### src/verilog/ccss_consts.svh
/*
 Timing counts, the strap reset value and field positions for the CPU clock
 source select block.
 Assumes a single 25 MHz core clock; included by bare name.
*/
`ifndef CCSS_CONSTS_SVH
`define CCSS_CONSTS_SVH

// Core clock period in ns
`define CCSS_CORE_PERIOD_NS 40
// Free-running PLL period in ns, stand-in for the analog oscillator
`define CCSS_FREERUN_PERIOD_NS 80
// Core cycles per free-running PLL cycle, rounded down, at least one
`define CCSS_FREERUN_CYCLES \
    ((`CCSS_FREERUN_PERIOD_NS / `CCSS_CORE_PERIOD_NS) < 1 ? 1 : \
     (`CCSS_FREERUN_PERIOD_NS / `CCSS_CORE_PERIOD_NS))
// Free-running cycles without a crystal transition before overflow
`define CCSS_WD_OVERFLOW_TICKS 16
// Watchdog disable bit position in the system config register
`define CCSS_SYSCFG_WD_DIS_BIT 4
// Strap reset value when nothing is driven on the pins
`define CCSS_STRAP_DEFAULT 3'h7

`endif

### src/verilog/ccss_pkg.sv
/*
 Types for the CPU clock source select block.
 Assumes ccss_consts.svh carries the numbers.
*/
`default_nettype none

package ccss_pkg;

    // Strap encodings of the clock generation mode
    typedef enum logic [2:0] {
        CCSS_MODE_X2P5 = 3'b000,
        CCSS_MODE_DIV2 = 3'b001,
        CCSS_MODE_X1P5 = 3'b010,
        CCSS_MODE_DIRECT = 3'b011,
        CCSS_MODE_X5 = 3'b100,
        CCSS_MODE_X2 = 3'b101,
        CCSS_MODE_X3 = 3'b110,
        CCSS_MODE_X4 = 3'b111
    } ccss_mode_t;

    // Which source the CPU clock follows
    typedef enum logic [1:0] {
        CCSS_SRC_INPUT = 2'b00,
        CCSS_SRC_ARMING = 2'b01,
        CCSS_SRC_FREERUN = 2'b10
    } ccss_src_t;

endpackage

`default_nettype wire

### src/verilog/ccss_sync.sv
/*
 Two flip-flop synchroniser for pin levels.
 Assumes inputs are asynchronous to core_clk.
*/
`timescale 1ns/1ps
`default_nettype none

module ccss_sync #(
    parameter int WIDTH = 1
) (
    // Clock and reset
    input wire logic core_clk,
    input wire logic reset,
    // Pin side
    input wire logic [WIDTH-1:0] pinIn,
    // Core side
    output logic [WIDTH-1:0] syncOut
);

    logic [WIDTH-1:0] stage1_reg;

    // First stage feeds only the second
    always_ff @(posedge core_clk) begin
        if (reset) begin
            stage1_reg <= '0;
            syncOut <= '0;
        end else begin
            stage1_reg <= pinIn;
            syncOut <= stage1_reg;
        end
    end

endmodule

`default_nettype wire

### src/verilog/ccss_osc_watchdog.sv
/*
 Oscillator watchdog counter: counts free-running PLL ticks and is
 cleared by every crystal transition.
 Assumes tick and edge strobes are one-cycle pulses on core_clk.
*/
`timescale 1ns/1ps
`default_nettype none
`include "ccss_consts.svh"

module ccss_osc_watchdog (
    // Clock and reset
    input wire logic core_clk,
    input wire logic reset,
    // Control
    input wire logic wdEnable,
    input wire logic freeRunTick,
    input wire logic crystalEdge,
    // Result
    output logic wdOverflow
);

    localparam logic [4:0] LAST_TICK = 5'(`CCSS_WD_OVERFLOW_TICKS - 1);

    logic [4:0] count_reg;

    always_ff @(posedge core_clk) begin
        if (reset || !wdEnable || crystalEdge) begin
            count_reg <= 5'h00;
        end else if (freeRunTick && count_reg != LAST_TICK) begin
            count_reg <= count_reg + 5'h01;
        end
    end

    always_ff @(posedge core_clk) begin
        if (reset) begin
            wdOverflow <= 1'b0;
        end else begin
            wdOverflow <= wdEnable && !crystalEdge && freeRunTick &&
                count_reg == LAST_TICK;
        end
    end
endmodule

`default_nettype wire

### src/verilog/ccss_clock_select.sv
/*
 CPU clock source select: strap-driven mode choice, prescaler, direct
 drive, oscillator watchdog and glitch-free switch to free-running PLL.
 Assumes a 25 MHz core_clk sampling crystal_input and straps as pins;
 the free-running PLL is modelled by a core_clk divider enable.
*/
// Contract
// - Straps sampled in reset pick the mode
// - Eight strap codes map to clock factors
// - Code 001 halves the input clock
// - Code 011 drives CPU clock from input
// - Watchdog only in direct or prescaler modes
// - Watchdog enabled after reset until disabled
// - Watchdog counts PLL ticks, crystal edges clear
// - Overflow after sixteen ticks without edge
// - Overflow selects free-run clock, raises request
// - Free-run kept until hardware reset
// - Disabled watchdog keeps oscillator, PLL off
`timescale 1ns/1ps
`default_nettype none
`include "ccss_consts.svh"

module ccss_clock_select (
    // Clock and reset
    input wire logic core_clk,
    input wire logic reset,
    // Pins
    input wire logic crystalInput,
    input wire logic [2:0] clockModeStrapPins,
    // System config bit 4, watchdog disable
    input wire logic oscWatchdogDisable,
    // Clock outputs
    output logic cpuClk,
    output logic [2:0] clockModeStrapBits,
    output logic [3:0] pllMultTimesTwo,
    output logic pllEnable,
    // Status
    output logic freeRunSelected,
    output logic clockFailIrqRequest
);

    localparam int FR_CYC = `CCSS_FREERUN_CYCLES;
    localparam logic [7:0] FR_LAST = 8'(FR_CYC - 1);

    ccss_pkg::ccss_mode_t mode_reg;
    ccss_pkg::ccss_src_t src_reg;
    ccss_pkg::ccss_src_t src_next;
    logic [2:0] strapSync;
    logic crystalSync;
    logic crystalPrev_reg;
    logic crystalEdge;
    logic crystalRise;
    logic [7:0] frDiv_reg;
    logic freeRunTick;
    logic directMode;
    logic wdEnable;
    logic wdOverflow;
    logic pllRun;
    logic [3:0] multNext;

    ccss_sync #(.WIDTH(3)) u_strap_sync (
        .core_clk(core_clk),
        .reset(1'b0),
        .pinIn(clockModeStrapPins),
        .syncOut(strapSync)
    );

    ccss_sync #(.WIDTH(1)) u_xtal_sync (
        .core_clk(core_clk),
        .reset(reset),
        .pinIn(crystalInput),
        .syncOut(crystalSync)
    );

    always_ff @(posedge core_clk) begin
        if (reset) begin
            mode_reg <= ccss_pkg::ccss_mode_t'(strapSync);
        end
    end

    always_ff @(posedge core_clk) begin
        if (reset) begin
            crystalPrev_reg <= 1'b0;
        end else begin
            crystalPrev_reg <= crystalSync;
        end
    end

    assign crystalEdge = crystalSync ^ crystalPrev_reg;
    assign crystalRise = crystalSync & ~crystalPrev_reg;

    assign directMode = mode_reg == ccss_pkg::CCSS_MODE_DIRECT ||
        mode_reg == ccss_pkg::CCSS_MODE_DIV2;

    assign wdEnable = directMode && !oscWatchdogDisable &&
        src_reg == ccss_pkg::CCSS_SRC_INPUT;

    assign pllRun = !directMode || !oscWatchdogDisable ||
        src_reg != ccss_pkg::CCSS_SRC_INPUT;

    // Free-running PLL stand-in; ticks only while the PLL runs
    always_ff @(posedge core_clk) begin
        if (reset || !pllRun) begin
            frDiv_reg <= 8'h00;
        end else if (frDiv_reg == FR_LAST) begin
            frDiv_reg <= 8'h00;
        end else begin
            frDiv_reg <= frDiv_reg + 8'h01;
        end
    end

    assign freeRunTick = pllRun && frDiv_reg == FR_LAST;

    ccss_osc_watchdog u_watchdog (
        .core_clk(core_clk),
        .reset(reset),
        .wdEnable(wdEnable),
        .freeRunTick(freeRunTick),
        .crystalEdge(crystalEdge),
        .wdOverflow(wdOverflow)
    );

    always_comb begin
        src_next = src_reg;
        case (src_reg)
            ccss_pkg::CCSS_SRC_INPUT: begin
                if (wdOverflow) begin
                    src_next = ccss_pkg::CCSS_SRC_ARMING;
                end
            end
            ccss_pkg::CCSS_SRC_ARMING: begin
                if (freeRunTick) begin
                    src_next = ccss_pkg::CCSS_SRC_FREERUN;
                end
            end
            ccss_pkg::CCSS_SRC_FREERUN: begin
                src_next = ccss_pkg::CCSS_SRC_FREERUN;
            end
            default: begin
                src_next = ccss_pkg::CCSS_SRC_FREERUN;
            end
        endcase
    end

    always_ff @(posedge core_clk) begin
        if (reset) begin
            src_reg <= ccss_pkg::CCSS_SRC_INPUT;
        end else begin
            src_reg <= src_next;
        end
    end

    // CPU clock; the level is frozen while arming so the first free-run
    // half period is a full tick, never a sliver of the old source
    always_ff @(posedge core_clk) begin
        if (reset) begin
            cpuClk <= 1'b0;
        end else begin
            case (src_reg)
                ccss_pkg::CCSS_SRC_INPUT: begin
                    if (mode_reg == ccss_pkg::CCSS_MODE_DIRECT) begin
                        cpuClk <= crystalSync;
                    end else if (mode_reg == ccss_pkg::CCSS_MODE_DIV2) begin
                        if (crystalRise) begin
                            cpuClk <= ~cpuClk;
                        end
                    end else if (freeRunTick) begin
                        cpuClk <= ~cpuClk;
                    end
                end
                ccss_pkg::CCSS_SRC_ARMING: begin
                    cpuClk <= cpuClk;
                end
                default: begin
                    if (freeRunTick) begin
                        cpuClk <= ~cpuClk;
                    end
                end
            endcase
        end
    end

    always_comb begin
        case (mode_reg)
            ccss_pkg::CCSS_MODE_X4: multNext = 4'h8;
            ccss_pkg::CCSS_MODE_X3: multNext = 4'h6;
            ccss_pkg::CCSS_MODE_X2: multNext = 4'h4;
            ccss_pkg::CCSS_MODE_X5: multNext = 4'hA;
            ccss_pkg::CCSS_MODE_DIRECT: multNext = 4'h2;
            ccss_pkg::CCSS_MODE_X1P5: multNext = 4'h3;
            ccss_pkg::CCSS_MODE_DIV2: multNext = 4'h1;
            ccss_pkg::CCSS_MODE_X2P5: multNext = 4'h5;
            default: multNext = 4'h8;
        endcase
    end

    always_ff @(posedge core_clk) begin
        if (reset) begin
            clockModeStrapBits <= `CCSS_STRAP_DEFAULT;
            pllMultTimesTwo <= 4'h0;
            pllEnable <= 1'b0;
        end else begin
            clockModeStrapBits <= mode_reg;
            pllMultTimesTwo <= multNext;
            pllEnable <= pllRun;
        end
    end

    always_ff @(posedge core_clk) begin
        if (reset) begin
            clockFailIrqRequest <= 1'b0;
            freeRunSelected <= 1'b0;
        end else begin
            clockFailIrqRequest <= wdOverflow &&
                src_reg == ccss_pkg::CCSS_SRC_INPUT;
            freeRunSelected <= src_next != ccss_pkg::CCSS_SRC_INPUT;
        end
    end
endmodule

`default_nettype wire

### config.mk
export PLATFORM = sky130hd
export DESIGN_NAME = ccss_clock_select
export DESIGN_NICKNAME = d
export VERILOG_FILES = /design/src/verilog/ccss_pkg.sv /design/src/verilog/ccss_sync.sv /design/src/verilog/ccss_osc_watchdog.sv /design/src/verilog/ccss_clock_select.sv
export VERILOG_INCLUDE_DIRS = /design/src /design/src/verilog
export SDC_FILE = /design/constraint.sdc
export NUM_CORES = 1
export LEC_CHECK = 0
export ABC_AREA = 1
export BUFFER_PORTS_ARGS = -buffer_cell sky130_fd_sc_hd__buf_4
export CAP_MARGIN = 30
export CORE_ASPECT_RATIO = 1.2
export CORE_MARGIN = 2
export CORE_UTILIZATION = 40
export CTS_BUF_LIST = sky130_fd_sc_hd__clkbuf_2
export CTS_CLUSTER_DIAMETER = 40
export DETAILED_ROUTE_END_ITERATION = 10
export HOLD_SLACK_MARGIN = 0.02
export PLACE_DENSITY_LB_ADDON = 0.08
export SLEW_MARGIN = 30
export SYNTH_ARGS = -nofsm -noshare
export SYNTH_HDL_FRONTEND = slang
export SYNTH_HIERARCHICAL = 1
export SYNTH_SLANG_ARGS = --single-unit
### constraint.sdc
create_clock -name core_clk -period 5.43 [get_ports core_clk]
set_clock_uncertainty 0.2 [all_clocks]
set_input_delay 0.2715 -clock core_clk [delete_from_list [all_inputs] [get_ports core_clk]]
set_output_delay 0.2715 -clock core_clk [all_outputs]
set_load 0.1 [all_outputs]
==> key figures <==
Outcome
  – Status: finished clean

Placed design
  – Port bufs: 17
  – Placed insts: 264
  – Dpl ws: 3554 ps
  – Final HPWL DP: 1970 um
  – Final GP Congestion: approximately 0.81

Clock tree
  – Clk_lat worst skew: 370 ps
  – Resized cells post-CTS: 0
  – CTS Sinks: 39
  – Num CTS Buffers: 5
  – CTS H-tree depth: 2
  – Clk buf depth: 2
  – Post-CTS Setup Repair Bufs: 0
  – CTS tree: done
  – Hold-fix buffer count after cts: 7
  – Clk pin slew, worst setup/hold paths: 180 ps
  – Clk root buf: clkbuf_2

Drt
  – DR WL/cell: 9.168 um
  – DRC errors left: 0
  – Post-DR vias/cell: approximately 4.3
  – Iter 0 DRT Violations: 57
  – Pre-Repair DR Iteration Count: 4
  – Post-DRT Antenna Nets: 0
  – Total routed wirelength: 2558 um
  – Via count: 1,204

Floorplan
  – Die height: ~73 um
  – Die Width: 61.36 um
  – Io pins: 18
  – # rows: 25
  – Core ar.: 3879 um^2
  – Die area: roughly 4500 um^2
  – Initial core utilization: a little over 40%

Global routing
  – GRT Residual Overflow: 0
  – First-pass GRT wire length: 4802 um
  – Largest net degree at the start of global routing: 14
  – Vias in the first global route: around 1,200
  – Initial antenna violation count: 0
  – GRT Resource Usage Total: around 15%

Final layout
  – Commonest non-fill, non-tap cell in the layout: dfxtp_1
  – Final non-filler cell total: 279
  – Area delta synth->final: 22.03%
  – ANT cells: 0
  – Fin nets: 239
  – Max reg flops: 8
  – # fillers: 419
  – Most frequent cells in the layout: dfxtp_1, nor2_1, nand2_1
  – Layout cells sized above 1: 19.11%

Flow run
  – Max-Cap Viols: 0

Timing
  – Post-route setup slack: 3546 ps
  – Setup TNS: 0 ps
  – Final setup viols: 0
  – Final cycle utilization of the critical path: 34.69%
  – Final Hold Viols: 0
  – Number of slew-limit violations in the final report: 0
  – Min Hold Slack: 218.1 ps
  – RSZ-0062 raised after global routing: false
  – Fin crit period: 1884 ps
  – Fmax: 0.5309 GHz

Synthesis
  – Cell count after synthesis: 188
  – FF+latch count, synth: 39
  – Register area share after synthesis: 51.35%
  – Synth unique cells: 25
  – Yosys synthesis warning count: 6
  – Top-area cell type share of the netlist area: 45.64%
  – Syn Area/Cell: between 8 and 9 um^2
  – Mapped Area: 1579 um^2
  – Synth top area cells: dfxtp_1, nor2_1, nand2_1
  – Cell taking the most area after synthesis: dfxtp_1

Power
  – Power Internal: 402.0 uW
  – Tot Pwr: 561.7 uW
  – Sequential share of power: a little over half
  – Maximum vdd drop: 0.0001677 V
  – NetSw: 159.7 uW
  – Leak pwr: 0.0008636 uW
  – Clock share of power: 29.2%
  – Net Sw Frac: 28.43%
  – Comb pwr share: 16.0%
  – Power Density: approximately 290 nW/um^2

Setup path
  – Reg2Reg Depth: 11
  – RR Endpoint: u_watchdog/count_reg[2]$_SDFFE_PP0P_
  – CP Data Required Time: 5530 ps
  – CP Max Fanout: 5
  – Crit path DAT: 1980 ps
  – CP Launch Type: flop
  – Worst setup path class: flop to flop
  – Reg2reg setup slack: 3550 ps
  – R2R Path Start: mode_reg[0]$_DFFE_PP_
  – Worst setup EP type: flop

Hold path
  – Hold EP: u_xtal_sync/syncOut$_SDFF_PP0_
  – Hold crit path type: flop to flop
  – Hold wc startpoint: u_xtal_sync/stage1_reg$_SDFF_PP0_
  – Hold Crit Depth: 2
==> cell usage after synthesis, drive strengths merged <==
cell and number:
nor3 3, o21bai 1, conb 1, dfxtp 36, inv 34, nor2 37
o21ai 2, ha 8, nand2 37, o22ai 1, a211oi 1, xor2 1
nor3b 2, o31ai 1, edfxtp 3, a21oi 9, nand3 11
==> worst max-delay path, cell delays in order (launching register included) <==
cell	delay (ps)
edfxtp_1	480
ha_1	280
nand2_2	110
nand2_4	60
nand2_1	80
nand2_1	80
inv_1	100
nand2_1	110
inv_2	120
nand3_1	80
nand2_1	70
nor2_1	30
==> per-layer routing <==
layer | vias up | track usage, % | wire length [um]
met2 | 17 | 25.18 | 1353
met1 | 541 | 15.46 | 1067
met5 | - | 0 | 0
met4 | 0 | 7.092 | 47
li1 | 641 | - | -
met3 | 5 | 4.787 | 89
==> through the flow <==
stage | util [%] | cell area, um^2
after floorplan | - | 1598
after global placement | 46.23 | 1793
after detailed placement | 46.23 | 1793
after CTS | 49.68 | 1927
after global routing | 49.68 | 1927
final | 49.68 | 1927
==> power by group through the flow <==
| stage | combinational, uW | sequential (uW) | clock (uW) |
|---|---|---|---|
| final | 90.1 | 308 | 164 |
| after global routing | 99.9 | 310 | 188 |
| after CTS | 91.3 | 308 | 174 |
| after detailed placement | 87.2 | 314 | 0 |
| after global placement | 86.2 | 314 | 0 |
| after floorplan | 33.2 | 346 | 0 |
==> worst max-delay path by stage <==
stage,start,end
after global placement,mode_reg[0]$_DFFE_PP_,u_watchdog/count_reg[2]$_SDFFE_PP0P_
after CTS,mode_reg[0]$_DFFE_PP_,u_watchdog/count_reg[2]$_SDFFE_PP0P_
after floorplan,cpuClk$_SDFFE_PP0P_,cpuClk$_SDFFE_PP0P_
after global routing,mode_reg[0]$_DFFE_PP_,u_watchdog/count_reg[3]$_SDFFE_PP0P_
final,mode_reg[0]$_DFFE_PP_,u_watchdog/count_reg[2]$_SDFFE_PP0P_
after detailed placement,mode_reg[0]$_DFFE_PP_,u_watchdog/count_reg[2]$_SDFFE_PP0P_
==> area by class of cell <==
class                   count  area [um^2]  share of cell area (%)
multi-input cells         120        659.4                   34.22
clock inverters             3        38.79                   2.013
well taps                  54        67.56                   3.506
flip-flops and latches     39        810.8                   42.08
inverters                  34        127.6                   6.623
repair buffers             24        197.7                   10.26
clock buffers               5        25.02                   1.299
==> kinds of logic after synthesis <==
kind of cell	count (synthesis)	synth area share (%)
AND/OR/NAND/NOR	90	26.70
flip-flops	39	51.35
buffers and inverters	34	8.082
AO/OA/AOI/OAI	15	6.736
adder cells (fa/ha/maj)	8	6.339
XOR/XNOR	1	0.5548
other	1	0.2375
No activity file was read; power rests on OpenSTA's default activity.
